**src/shared/lpc_decode_defs.vh**
```
// constants for the legacy range decoder: register offsets, masks, resets, windows
// assumes byte-wide configuration access and 32-bit host addresses
`ifndef LPC_DECODE_DEFS_VH
`define LPC_DECODE_DEFS_VH

// configuration byte offsets
`define OFS_SERIAL_SEL 8'hE0
`define OFS_FLOPPY_PRN_SEL 8'hE1
`define OFS_FLASH_EN1 8'hE3
`define OFS_GENERIC_LO 8'hE4
`define OFS_GENERIC_HI 8'hE5

// reset values
`define RST_SERIAL_SEL 8'h00
`define RST_FLOPPY_PRN_SEL 8'h00
`define RST_FLASH_EN1 8'hFF
`define RST_GENERIC 16'h0000

// writable bit masks, everything else reserved
`define MASK_SERIAL_SEL 8'h77
`define MASK_FLOPPY_PRN_SEL 8'h13
`define MASK_FLASH_EN1 8'hFF
`define MASK_GENERIC_LO 8'h81
`define MASK_GENERIC_HI 8'hFF

// field positions
`define SERIAL_A_MSB 2
`define SERIAL_A_LSB 0
`define SERIAL_B_MSB 6
`define SERIAL_B_LSB 4
`define FLOPPY_SEL_BIT 4
`define PRINTER_MSB 1
`define PRINTER_LSB 0
`define GENERIC_EN_BIT 0
`define GENERIC_BASE_MSB 15
`define GENERIC_BASE_LSB 7
`define FLASH_TOP_BIT 7

// serial window bases, 8 bytes each
`define SER_BASE_0 16'h03F8
`define SER_BASE_1 16'h02F8
`define SER_BASE_2 16'h0220
`define SER_BASE_3 16'h0228
`define SER_BASE_4 16'h0238
`define SER_BASE_5 16'h02E8
`define SER_BASE_6 16'h0338
`define SER_BASE_7 16'h03E8

// floppy windows: base of 8, offset 6 is a hole
`define FLOPPY_PRI_BASE 16'h03F0
`define FLOPPY_SEC_BASE 16'h0370
`define FLOPPY_HOLE_LOW3 3'h6

// printer windows
`define PRN_CODE_378 2'h0
`define PRN_CODE_278 2'h1
`define PRN_CODE_3BC 2'h2
`define PRN_378_BASE 16'h0378
`define PRN_778_BASE 16'h0778
`define PRN_278_BASE 16'h0278
`define PRN_678_BASE 16'h0678
`define PRN_READONLY_PORT 16'h0279
`define PRN_3BC_LO 16'h03BC
`define PRN_3BC_HI 16'h03BE
`define PRN_7BC_LO 16'h07BC
`define PRN_7BC_HI 16'h07BE

// flash ranges, pairs compared on address bits 31:19 (512 KB blocks), legacy block on bits 31:17
`define FLASH_UPPER_BLK0 13'h1FF8
`define FLASH_LOWER_BLK0 13'h1FF0
`define FLASH_LEGACY_BLK 15'h0007
`define FLASH_PAIRS 8

`endif

```
**src/design/lpc_legacy_range_decoder.v**
```verilog
// legacy range decoder: config registers plus registered address match for host cycles
// assumes host cycle strobes and config strobes come from logic on clk_sys;
// forward enables and the positive decode switch are driven from elsewhere on clk_sys
//
// Function
// - serial register bits 2:0 pick the first serial port window, 000 at 3F8h and 001 at 2F8h.
// - serial register bits 6:4 pick the second serial port window from the same table.
// - codes 010 to 111 give 220h, 228h, 238h, 2E8h, 338h and 3E8h, each 8 bytes.
// - floppy select bit 4 picks 3F0h-3F5h plus 3F7h when low and the set at 370h when high.
// - printer bits 1:0 pick 378h/778h, 278h/678h or 3BCh-3BEh/7BCh-7BEh, and code 11 is not used.
// - with the 278h window, port 279h only counts as printer for reads.
// - flash cycles are subtractive unless the positive decode switch is 1.
// - flash enable bit 7 claims FFF80000h and FFB80000h blocks plus the 128 KB block below 1 MB.
// - flash enable bits 0 to 6 each claim a pair of 512 KB blocks from FFC00000h and FF800000h upward.
// - the generic window base is bits 15:7, 128-byte aligned, with address bits 31:16 zero.
// - the generic window matches i/o cycles only and spans 128 bytes.
// - generic hits are forwarded only while generic enable bit 0 is set.
// - serial window hits are forwarded only while that port's forward enable is set.
// - printer and floppy hits are forwarded only while their forward enables are set.
`timescale 1ns/1ps
`include "lpc_decode_defs.vh"

module lpc_legacy_range_decoder (
   input wire clk_sys, // core clock, 10 MHz
   input wire reset_n, // async reset, active low
   input wire [7:0] cfgAddr, // configuration byte offset
   input wire cfgWrEn, // config write strobe, one cycle
   input wire [7:0] cfgWrData, // config write byte
   input wire cfgRdEn, // config read strobe, one cycle
   output reg [7:0] cfgRdData, // config read byte, registered
   input wire serialAForwardEnable, // first serial port forward enable
   input wire serialBForwardEnable, // second serial port forward enable
   input wire printerForwardEnable, // printer port forward enable
   input wire floppyForwardEnable, // floppy port forward enable
   input wire positiveDecodeEnable, // 1 = positive flash decode
   input wire hostCycleValid, // host cycle address valid, one cycle
   input wire hostIoCycle, // cycle is i/o
   input wire hostMemCycle, // cycle is memory
   input wire hostRead, // cycle is a read
   input wire [31:0] hostAddr, // host cycle address
   output reg decodeDone, // match results valid, one cycle
   output reg serialAHit, // forwarded first serial hit
   output reg serialBHit, // forwarded second serial hit
   output reg printerHit, // forwarded printer hit
   output reg floppyHit, // forwarded floppy hit
   output reg genericHit, // forwarded generic window hit
   output reg flashHit, // positive flash claim
   output reg forwardToPeriph // any of the hits above
);

   reg [7:0] serialSel_q;
   reg [7:0] floppyPrnSel_q;
   reg [7:0] flashEn_q;
   reg [15:0] generic_q;
   reg [7:0] rdByte_d;
   reg ioLow;
   reg floppyHit_d;
   reg printerHit_d;
   reg genericHit_d;
   reg flashHit_d;
   reg [15:0] floppyBase;
   integer i;
   wire serialAWin;
   wire serialBWin;

   // both serial ports share one table, instantiated per port
   serial_window_match serialAMatch (
      .rangeCode(serialSel_q[`SERIAL_A_MSB:`SERIAL_A_LSB]),
      .ioAddr(hostAddr[15:0]),
      .windowHit(serialAWin)
   );

   serial_window_match serialBMatch (
      .rangeCode(serialSel_q[`SERIAL_B_MSB:`SERIAL_B_LSB]),
      .ioAddr(hostAddr[15:0]),
      .windowHit(serialBWin)
   );

   // one flash pair: upper block and its lower alias, 512 KB each
   function flashPairHit;
      input [31:0] addr;
      input [12:0] pairIdx;
      begin
         flashPairHit = (addr[31:19] == (`FLASH_UPPER_BLK0 + pairIdx)) ||
                        (addr[31:19] == (`FLASH_LOWER_BLK0 + pairIdx));
      end
   endfunction

   // inclusive i/o range compare used by the printer windows
   function inRange;
      input [15:0] addr;
      input [15:0] lo;
      input [15:0] hi;
      begin
         inRange = (addr >= lo) && (addr <= hi);
      end
   endfunction

   // config writes, reserved bits masked so they stay zero
   always @(posedge clk_sys or negedge reset_n) begin
      if (!reset_n) begin
         serialSel_q <= `RST_SERIAL_SEL;
         floppyPrnSel_q <= `RST_FLOPPY_PRN_SEL;
         flashEn_q <= `RST_FLASH_EN1;
         generic_q <= `RST_GENERIC;
      end else if (cfgWrEn) begin
         case (cfgAddr)
            `OFS_SERIAL_SEL: serialSel_q <= cfgWrData & `MASK_SERIAL_SEL;
            `OFS_FLOPPY_PRN_SEL: floppyPrnSel_q <= cfgWrData & `MASK_FLOPPY_PRN_SEL;
            `OFS_FLASH_EN1: flashEn_q <= cfgWrData & `MASK_FLASH_EN1;
            `OFS_GENERIC_LO: generic_q[7:0] <= cfgWrData & `MASK_GENERIC_LO;
            `OFS_GENERIC_HI: generic_q[15:8] <= cfgWrData & `MASK_GENERIC_HI;
            default: ;
         endcase
      end
   end

   // read mux; unmapped offsets, including E2h, read zero
   always @* begin
      case (cfgAddr)
         `OFS_SERIAL_SEL: rdByte_d = serialSel_q;
         `OFS_FLOPPY_PRN_SEL: rdByte_d = floppyPrnSel_q;
         `OFS_FLASH_EN1: rdByte_d = flashEn_q;
         `OFS_GENERIC_LO: rdByte_d = generic_q[7:0];
         `OFS_GENERIC_HI: rdByte_d = generic_q[15:8];
         default: rdByte_d = 8'h00;
      endcase
   end

   // read data held until the next read strobe
   always @(posedge clk_sys or negedge reset_n) begin
      if (!reset_n) begin
         cfgRdData <= 8'h00;
      end else if (cfgRdEn) begin
         cfgRdData <= rdByte_d;
      end
   end

   // legacy windows are 16-bit i/o; anything with upper bits set is not ours
   always @* begin
      ioLow = hostIoCycle && (hostAddr[31:16] == 16'h0000);
   end

   // floppy: 8-byte block with offset 6 left out
   always @* begin
      if (floppyPrnSel_q[`FLOPPY_SEL_BIT]) begin
         floppyBase = `FLOPPY_SEC_BASE;
      end else begin
         floppyBase = `FLOPPY_PRI_BASE;
      end
      floppyHit_d = ioLow && (hostAddr[15:3] == floppyBase[15:3]) &&
                    (hostAddr[2:0] != `FLOPPY_HOLE_LOW3);
   end

   // printer: reserved code decodes nothing rather than guessing
   always @* begin
      case (floppyPrnSel_q[`PRINTER_MSB:`PRINTER_LSB])
         `PRN_CODE_378: begin
            printerHit_d = (hostAddr[15:3] == `PRN_378_BASE >> 3) ||
                           (hostAddr[15:3] == `PRN_778_BASE >> 3);
         end
         `PRN_CODE_278: begin
            // writes to 279h belong to someone else, so only reads are taken
            printerHit_d = ((hostAddr[15:3] == `PRN_278_BASE >> 3) &&
                            (hostRead || (hostAddr[15:0] != `PRN_READONLY_PORT))) ||
                           (hostAddr[15:3] == `PRN_678_BASE >> 3);
         end
         `PRN_CODE_3BC: begin
            printerHit_d = inRange(hostAddr[15:0], `PRN_3BC_LO, `PRN_3BC_HI) ||
                           inRange(hostAddr[15:0], `PRN_7BC_LO, `PRN_7BC_HI);
         end
         default: printerHit_d = 1'b0;
      endcase
      printerHit_d = printerHit_d && ioLow;
   end

   // generic window: i/o only, 128 bytes from the programmed base
   always @* begin
      genericHit_d = ioLow &&
                     (hostAddr[15:7] == generic_q[`GENERIC_BASE_MSB:`GENERIC_BASE_LSB]) &&
                     generic_q[`GENERIC_EN_BIT];
   end

   // flash: one pair per enable bit, top bit also takes the legacy block
   always @* begin
      flashHit_d = 1'b0;
      for (i = 0; i < `FLASH_PAIRS; i = i + 1) begin
         if (flashEn_q[i] && flashPairHit(hostAddr, i[12:0])) begin
            flashHit_d = 1'b1;
         end
      end
      if (flashEn_q[`FLASH_TOP_BIT] && (hostAddr[31:17] == `FLASH_LEGACY_BLK)) begin
         flashHit_d = 1'b1;
      end
      // with the switch off the cycle is left to subtractive decode
      flashHit_d = flashHit_d && hostMemCycle && positiveDecodeEnable;
   end

   // results registered one cycle after the host cycle, cleared otherwise
   always @(posedge clk_sys or negedge reset_n) begin
      if (!reset_n) begin
         decodeDone <= 1'b0;
         serialAHit <= 1'b0;
         serialBHit <= 1'b0;
         printerHit <= 1'b0;
         floppyHit <= 1'b0;
         genericHit <= 1'b0;
         flashHit <= 1'b0;
         forwardToPeriph <= 1'b0;
      end else begin
         decodeDone <= hostCycleValid;
         serialAHit <= hostCycleValid && ioLow && serialAWin && serialAForwardEnable;
         serialBHit <= hostCycleValid && ioLow && serialBWin && serialBForwardEnable;
         printerHit <= hostCycleValid && printerHit_d && printerForwardEnable;
         floppyHit <= hostCycleValid && floppyHit_d && floppyForwardEnable;
         genericHit <= hostCycleValid && genericHit_d;
         flashHit <= hostCycleValid && flashHit_d;
         forwardToPeriph <= hostCycleValid &&
                            ((ioLow && serialAWin && serialAForwardEnable) ||
                             (ioLow && serialBWin && serialBForwardEnable) ||
                             (printerHit_d && printerForwardEnable) ||
                             (floppyHit_d && floppyForwardEnable) ||
                             genericHit_d || flashHit_d);
      end
   end

endmodule

```
**src/design/serial_window_match.v**
```verilog
// one serial-port window: 3-bit code selects an 8-byte i/o window, compare against address
// assumes the caller has already checked that address bits 31:16 are zero
`timescale 1ns/1ps
`include "lpc_decode_defs.vh"

module serial_window_match (
   input wire [2:0] rangeCode, // window select code
   input wire [15:0] ioAddr, // low half of the i/o address
   output reg windowHit // address lies in the selected window
);

   reg [15:0] windowBase;

   // table of bases, same for both ports
   always @* begin
      case (rangeCode)
         3'h0: windowBase = `SER_BASE_0;
         3'h1: windowBase = `SER_BASE_1;
         3'h2: windowBase = `SER_BASE_2;
         3'h3: windowBase = `SER_BASE_3;
         3'h4: windowBase = `SER_BASE_4;
         3'h5: windowBase = `SER_BASE_5;
         3'h6: windowBase = `SER_BASE_6;
         default: windowBase = `SER_BASE_7;
      endcase
      windowHit = (ioAddr[15:3] == windowBase[15:3]); // 8-byte window
   end

endmodule

```
**config.mk**
```make
export PLATFORM = sky130hd
export DESIGN_NAME = lpc_legacy_range_decoder
export DESIGN_NICKNAME = d
export VERILOG_FILES = /design/src/design/lpc_legacy_range_decoder.v /design/src/design/serial_window_match.v
export VERILOG_INCLUDE_DIRS = /design/src /design/src/shared
export SDC_FILE = /design/constraint.sdc
export NUM_CORES = 1
export LEC_CHECK = 0
export CAP_MARGIN = 5
export CORE_UTILIZATION = 50
export CTS_BUF_LIST = sky130_fd_sc_hd__clkbuf_2 sky130_fd_sc_hd__clkbuf_4 sky130_fd_sc_hd__clkbuf_8
export DETAILED_ROUTE_END_ITERATION = 8
export DONT_BUFFER_PORTS = 1
export PLACE_DENSITY = 0.73
export REMOVE_ABC_BUFFERS = 1
export SYNTH_ARGS = -nofsm -noshare
export SYNTH_HDL_FRONTEND = slang
export SYNTH_SLANG_ARGS = --single-unit
```
**constraint.sdc**
```tcl
create_clock -name clk_sys -period 1.6 [get_ports clk_sys]
set_input_delay 0.24 -clock clk_sys [delete_from_list [all_inputs] [get_ports clk_sys]]
set_output_delay 0.24 -clock clk_sys [all_outputs]
set_load 0.01 [all_outputs]
```
Word level (Yosys, flattened, before mapping)
Index checks and enable logic that the tools add are counted.
{"block": "classes", "mux": 14, "order_cmp": 4, "n_eq_ne": 46, "n_reduce_logical": 64}
{"cell": "equality test 13 bit, second input constant", "count": 16}
{"cell": "one-hot mux 9 bit (7 select lines)", "count": 2}
{"cell": "equality test 8 bit, second input constant", "count": 5}
{"cell": "one-hot mux 8 bit (5 select lines)", "count": 1}
{"cell": "logical AND 1 bit", "count": 38}
{"cell": "equality test 13 x 7 -> 1 bit", "count": 2}
{"cell": "equality test 13 x 7 -> 1 bit, second input constant", "count": 2}
{"cell": "equality test 13 x 8 -> 1 bit, second input constant", "count": 2}
{"cell": "equality test 3 bit, second input constant", "count": 6}
{"cell": "logical OR 1 bit", "count": 17}
{"cell": "greater-or-equal comparator 16 x 10 -> 1 bit, second input constant", "count": 1}
{"cell": "greater-or-equal comparator 16 x 11 -> 1 bit, second input constant", "count": 1}
{"cell": "<= comparator 16 x 10 -> 1 bit, second input constant", "count": 1}
{"cell": "<= comparator 16 x 11 -> 1 bit, second input constant", "count": 1}
{"cell": "zero test 16 bit", "count": 1}
{"cell": "inequality test 16 x 10 -> 1 bit, second input constant", "count": 1}
{"cell": "equality test 15 x 3 -> 1 bit, second input constant", "count": 1}
{"cell": "equality test 13 bit", "count": 1}
{"cell": "equality test 3 x 2 -> 1 bit, second input constant", "count": 4}
{"cell": "AND reduction 2 bit", "count": 5}
{"cell": "equality test 9 bit", "count": 1}
{"cell": "two-way mux 1 bit", "count": 9}
{"cell": "two-way mux 8 bit", "count": 1}
{"cell": "equality test 3 x 1 -> 1 bit, second input constant", "count": 2}
{"cell": "6 further kinds", "count": 7}
{"block": "word_totals", "out_inout_bits": 16, "elab_cells": 142, "reg_bits": 43}

Depth between registers and ports, before layout
{"block": "logic_depth", "ltp_word": 16, "ltp_mapped": 7}

Modules after synthesis
From an unflattened synthesis, not the netlist that was laid out.
{"block": "hier_totals", "cells_unflattened": 226, "area_unflattened_um2": 2518.7}
{"mod": "lpc_legacy_range_decoder", "cells_each": 188, "area_each_um2": 2240.9, "instances": 1}
{"mod": "serial_window_match", "cells_each": 19, "area_each_um2": 138.9, "instances": 2}

Worst setup path after synthesis
OpenSTA, ideal clock, no wires.
{"block": "synth_timing", "path_kind": "register -> register", "from": "reg serialSel_q[4]", "to": "reg forwardToPeriph", "period_less_slack_ns": 1.505, "slack_ns": 0.095, "required_ns": 1.470, "setup_ns": 0.130, "arrival_ns": 1.375, "path_stages_with_launch": 8, "path_cell_list": "dfrtp_1 buf_2 xnor2_1 nor3b_1 nor4_1 a211oi_1 o311ai_1 nand3b_1"}
{"block": "synth_between", "elab_chain_cells": 11, "elab_cells_between_ends": 17, "cone_classes": "eq/ne: 7; mux: 1; reduce/logical: 9"}
{"item": "start, declared", "line": "lpc_legacy_range_decoder.v:51", "rtl": "reg [7:0] serialSel_q;"}
{"item": "start signal, assigned", "line": "lpc_legacy_range_decoder.v:102", "rtl": "serialSel_q <= `RST_SERIAL_SEL;"}
{"item": "start signal, assigned", "line": "lpc_legacy_range_decoder.v:108", "rtl": "`OFS_SERIAL_SEL: serialSel_q <= cfgWrData & `MASK_SERIAL_SEL;"}
{"item": "equality test 3 bit (tied with other cells)", "line": "serial_window_match.v:16", "rtl": "case (rangeCode)"}
{"item": "one-hot mux 9 bit (7 select lines) (*)", "line": "serial_window_match.v:16"}
{"item": "equality test 13 x 7 -> 1 bit (*)", "line": "serial_window_match.v:26", "rtl": "windowHit = (ioAddr[15:3] == windowBase[15:3]);"}
{"item": "logical AND 1 bit (*) (2 in series)", "line": "lpc_legacy_range_decoder.v:220", "rtl": "(ioLow && serialBWin && serialBForwardEnable) ||"}
{"item": "logical OR 1 bit (*)", "line": "lpc_legacy_range_decoder.v:219", "rtl": "((ioLow && serialAWin && serialAForwardEnable) ||"}
{"item": "logical OR 1 bit (*)", "line": "lpc_legacy_range_decoder.v:220"}
{"item": "logical OR 1 bit (*)", "line": "lpc_legacy_range_decoder.v:221", "rtl": "(printerHit_d && printerForwardEnable) ||"}
{"item": "logical OR 1 bit (*)", "line": "lpc_legacy_range_decoder.v:222", "rtl": "(floppyHit_d && floppyForwardEnable) ||"}
{"item": "logical OR 1 bit (*)", "line": "lpc_legacy_range_decoder.v:223", "rtl": "genericHit_d || flashHit_d);"}
{"item": "logical AND 1 bit (*)", "line": "lpc_legacy_range_decoder.v:218", "rtl": "forwardToPeriph <= hostCycleValid &&"}
{"item": "end signal, assigned", "line": "lpc_legacy_range_decoder.v:218"}
{"item": "end, declared", "line": "lpc_legacy_range_decoder.v:48", "rtl": "output reg forwardToPeriph"}
Mark *: on every way between the ends. The rest lies on a longest branch, timed or not.
A chain may end at the register's enable or synchronous reset.

Worst setup path after layout
{"block": "layout_timing", "from": "reg serialSel_q[1]", "to": "reg forwardToPeriph"}
{"block": "layout_between", "elab_chain_cells": 11, "elab_cells_between_ends": 17, "cone_classes": "eq/ne: 7; mux: 1; reduce/logical: 9"}
{"item": "equality test 3 bit (tied with other cells)", "line": "serial_window_match.v:16"}
{"item": "one-hot mux 9 bit (7 select lines) (*)", "line": "serial_window_match.v:16"}
{"item": "equality test 13 x 7 -> 1 bit (*)", "line": "serial_window_match.v:26"}
{"item": "logical AND 1 bit (*) (2 in series)", "line": "lpc_legacy_range_decoder.v:219"}
{"item": "logical OR 1 bit (*)", "line": "lpc_legacy_range_decoder.v:219"}
{"item": "logical OR 1 bit (*)", "line": "lpc_legacy_range_decoder.v:220"}
{"item": "logical OR 1 bit (*)", "line": "lpc_legacy_range_decoder.v:221"}
{"item": "logical OR 1 bit (*)", "line": "lpc_legacy_range_decoder.v:222"}
{"item": "logical OR 1 bit (*)", "line": "lpc_legacy_range_decoder.v:223"}
{"item": "logical AND 1 bit (*)", "line": "lpc_legacy_range_decoder.v:218"}
Marks and branches as above.

==> metrics.log <==
[metrics] number of distinct library cells after synthesis: 51
[metrics] final wirelength: 5720 um
[metrics] clock tree from TritonCTS: built
[metrics] overall power: roughly 2.2 mW
[metrics] Clock Tree Root: clkbuf_8
[metrics] critical path start-end classification: flip-flop to flip-flop
[metrics] area of the core: between 4000 and 5000 um^2
[metrics] Post-synth EDFFs: 0
[metrics] internal power: ~1.7 mW
[metrics] Crit path required time: about 1.8 ns
[metrics] Register-to-Register Setup Slack: 0.03 ns
[metrics] initial antenna violation count: 0
[metrics] GRT Total Usage: between 20% and 30%
[metrics] Yosys reg bits: between 40 and 50
[metrics] instance area at placement: ~2500 um^2
[metrics] multiplexer fraction of the synthesized cell area: between 10 and 15%
[metrics] pin count of the biggest net entering global routing: 44
[metrics] worst min-delay path endpoint: cfgRdData[6]
[metrics] register area share after synthesis: between 40% and 50%
[metrics] prevailing post-synth register cell: dfrtp_1
[metrics] maximum ir drop on the vdd rail: between 0.6 and 0.7 mV
[metrics] number of placement rows: 25
[metrics] fin nets: 296
[metrics] number of hold violations in the final report: 0
[metrics] minimum setup slack after placement: -0.0490 ns
[metrics] Die Span Y: approximately 70 um
[metrics] DRC violations left: 0
[metrics] CTS sink cnt: 43
[metrics] ratio of final minimum period to clock period: between 90% and 100%
[metrics] origin of the worst min-delay path: cfgRdEn
[metrics] via count of the first global-routing pass: 1842
[metrics] slowest cell on the critical path: dfrtp_2
[metrics] critical path startpoint category: flip-flop
[metrics] count of mapped cells out of synthesis: around 230
[metrics] Fin Hold WS: ~0.032 ns
[metrics] Max-slew headroom: 72.0%
[metrics] Filler Cells Inserted: roughly 410
[metrics] clock edge transition at the registers on the reported setup and hold paths: ~0.08 ns
[metrics] setup repair after global routing missed its margin: true
[metrics] synthesized-area fraction occupied by xor and xnor cells: 5.03%
[metrics] achievable clock frequency: 0.635 GHz
[metrics] Data arrival, critical path: about 1.8 ns
[metrics] switch share: between 20% and 30%
[metrics] most frequent standard cell in the layout excluding fill and tap cells: dfrtp_1
[metrics] worst hold path cell count: 1
[metrics] RR Startpoint: serialSel_q[1]
[metrics] fraction of power consumed by sequential logic: about 53%
[metrics] port bufs: 0
[metrics] Routability Congestion: between 0.8 and 0.9
[metrics] detail-routed via count per cell: about 6.4
[metrics] clock insertion delay at the later pin of the skew report: approximately 0.30 ns
[metrics] compound-gate portion of the synthesized area: around 11%
[metrics] detailed router's first-iteration violation count: ~130
[metrics] HPWL after DPL: 4410 um
[metrics] maximum root-to-sink buffer count: 2
[metrics] total power density per cell area: between 800 and 900 nW/um^2
[metrics] Die Width: 71.8 um
[metrics] clock share of power: ~39%
[metrics] status: finished clean
[metrics] capturing element type of the critical path: flip-flop
[metrics] mean instance size in the synthesized netlist: around 11 um^2
[metrics] layout cell share with drive strength beyond 1: 26.7%
[metrics] remaining number of nets flagged by the antenna check after routing: 0
[metrics] worst reg-to-reg path cell count: 6
[metrics] Top-Level Pins: 77
[metrics] relative contribution of combinational cells to total power: approximately 8.0%
[metrics] commonest cells after routing, fill and taps aside: 33 x dfrtp_1, 27 x mux2_2, 12 x nand2_1, 11 x xnor2_1, 10 x nand3_1
[metrics] iteration count of the initial detailed-routing pass: 4
[metrics] final worst clock skew: around 0.0053 ns
[metrics] Yosys warning total: 0
[metrics] share of async-settable or async-resettable flops after synthesis: 100%
[metrics] H-tree levels: 2
[metrics] maximum fanout encountered on the critical timing path: 6
[metrics] area enclosed by the die boundary: 5160 um^2
[metrics] ordered cell list for the critical path: xnor2_1 -> o32ai_1 -> o211ai_1 -> a211oi_2 -> o311ai_1 -> nand3b_1
[metrics] # setup viols final: 0
[metrics] Max Slew Vio Count: 0
[metrics] Util after Layout: 57.4%
[metrics] post-synthesis adder-cell area fraction: 0%
[metrics] summed area of non-filler cells in the final layout: 2690 um^2
[metrics] effective utilization at floorplan: between 50% and 60%
[metrics] crit path time final: 1.57 ns
[metrics] total leakage power: between 1 and 1.5 nW
[metrics] CTS Buf Count: 5
[metrics] end of the worst register-to-register path: forwardToPeriph
[metrics] synthesized-area fraction occupied by and/or/nand/nor cells: 21.8%
[metrics] synthesis-to-layout area growth: 10.6%
[metrics] diode count: 0
[metrics] worst min path class: input pin to flip-flop
[metrics] largest incremental delay on the critical path: 0.45 ns
[metrics] total grt overflow: 0
[metrics] number of vias in the routed layout: 1865
[metrics] P_sw: about 0.49 mW
[metrics] wire length of the first global-routing pass: roughly 9100 um
[metrics] final setup slack of the worst path: between 0.02 and 0.03 ns
[metrics] Tightest Pin Transition: about 0.42 ns
[metrics] main combinational cell family by area after synthesis: simple AND/OR/NAND/NOR gates
[metrics] combined area of all synthesized cells: about 2400 um^2
[metrics] max capacitance violation total: 0
[metrics] Routed WL per cell: between 15 and 20 um
[cells by family after synthesis]
| logic type | Yosys count |
|---|---|
| buffers and inverters | 16 |
| AOI/OAI and AO/OA | 37 |
| and+or+nand+nor | 83 |
| xor gates and xnor gates | 14 |
| muxes | 32 |
| DFF | 43 |
[registers in the layout (all words and copies together), names as in the netlist]
| register | flops |
|---|---|
| generic_q | 10 |
| floppyPrnSel_q | 3 |
| serialSel_q | 6 |
| printerHit | 1 |
| floppyHit | 1 |
| flashEn_q | 8 |
| cfgRdData | 8 |
| flashHit | 1 |
| serialAHit | 1 |
| serialBHit | 1 |
| decodeDone | 1 |
| forwardToPeriph | 1 |
| genericHit | 1 |
[critical path: cells and delay by family, from the launching register on]
kind / cells / cell delay [ns]
XOR/XNOR: 1 / 0.16
AO/OA/AOI/OAI: 4 / 0.74
AND/OR/NAND/NOR: 1 / 0.11
flip-flops: 1 / 0.45
[cell type report]
cell class                 instances  area (um^2)  area share [%]
tap                               54         67.6            2.51
sequential                        43         1090            40.4
multi-input combinational        166         1290            47.9
inverter                           8         30.0            1.11
clock inverter                     2         35.0            1.30
clock buffer                       6         82.6            3.07
timing repair buffer              11          100            3.72
[synthesized netlist by cell type (2+ instances only)]
library cell	n	area, um^2
a211oi_1	2	15.0
a21oi_1	4	20.0
a221oi_1	2	17.5
a222oi_1	4	40.0
a32o_1	3	30.0
and2_1	2	12.5
and3_1	5	31.3
and4_1	3	26.3
buf_2	4	20.0
buf_4	2	15.0
dfrtp_1	35	876
dfstp_2	8	210
inv_1	8	30.0
mux2_2	27	304
mux2i_1	5	50.1
nand2_1	12	45.0
nand2_4	2	22.5
nand2b_1	2	12.5
nand3_1	10	50.1
nand3b_1	2	15.0
nand4_1	3	18.8
nor2_1	7	26.3
nor2b_1	6	37.5
nor3_1	7	35.0
nor3b_1	5	37.5
nor4_1	7	43.8
o21ai_0	6	30.0
o22ai_1	7	43.8
xnor2_1	12	105
xor2_1	2	17.5
[power groups by stage]
stage                     combinational, mW  sequential, mW  clock [mW]
after global routing                  0.197            1.18       0.921
after detailed placement              0.144            1.19           0
after floorplan                       0.120            1.18           0
final                                 0.177            1.17       0.876
after global placement                0.140            1.19           0
after CTS                             0.177            1.17       0.882
[metrics by stage]
step / std cells / TNS (ns)
after floorplan: 217 / 0
after global placement: 279 / 0
after detailed placement: 279 / -0.0490
after CTS: 290 / 0
after global routing: 290 / -0.140
final: 290 / 0
[routing by layer]
layer,track usage (%),part of all wire (%),vias to the layer above
met5,0,0,-
met2,37.8,49,64
met3,6.75,6.4,15
met4,8.71,2.6,0
met1,30.3,42,912
li1,-,-,874
[timing repair]
item,CTS,global route
setup buffers,0,0
hold endpoints to repair,44,0
setup endpoints to repair,1,3
hold buffers,3,0
pin swaps,1,0
gates resized for setup,2,2
[worst max path at each step]
stage	slack (ns)	to	cells past startpoint	start
after floorplan	0.09	generic_q[10]	5	cfgAddr[4]
after global placement	0.07	forwardToPeriph	6	serialSel_q[4]
after detailed placement	-0.05	forwardToPeriph	6	serialSel_q[4]
after CTS	0.008	forwardToPeriph	6	serialSel_q[0]
after global routing	-0.11	forwardToPeriph	6	serialSel_q[4]
final	0.03	forwardToPeriph	6	serialSel_q[1]
Note: power is estimated with default switching activity, not from simulation.
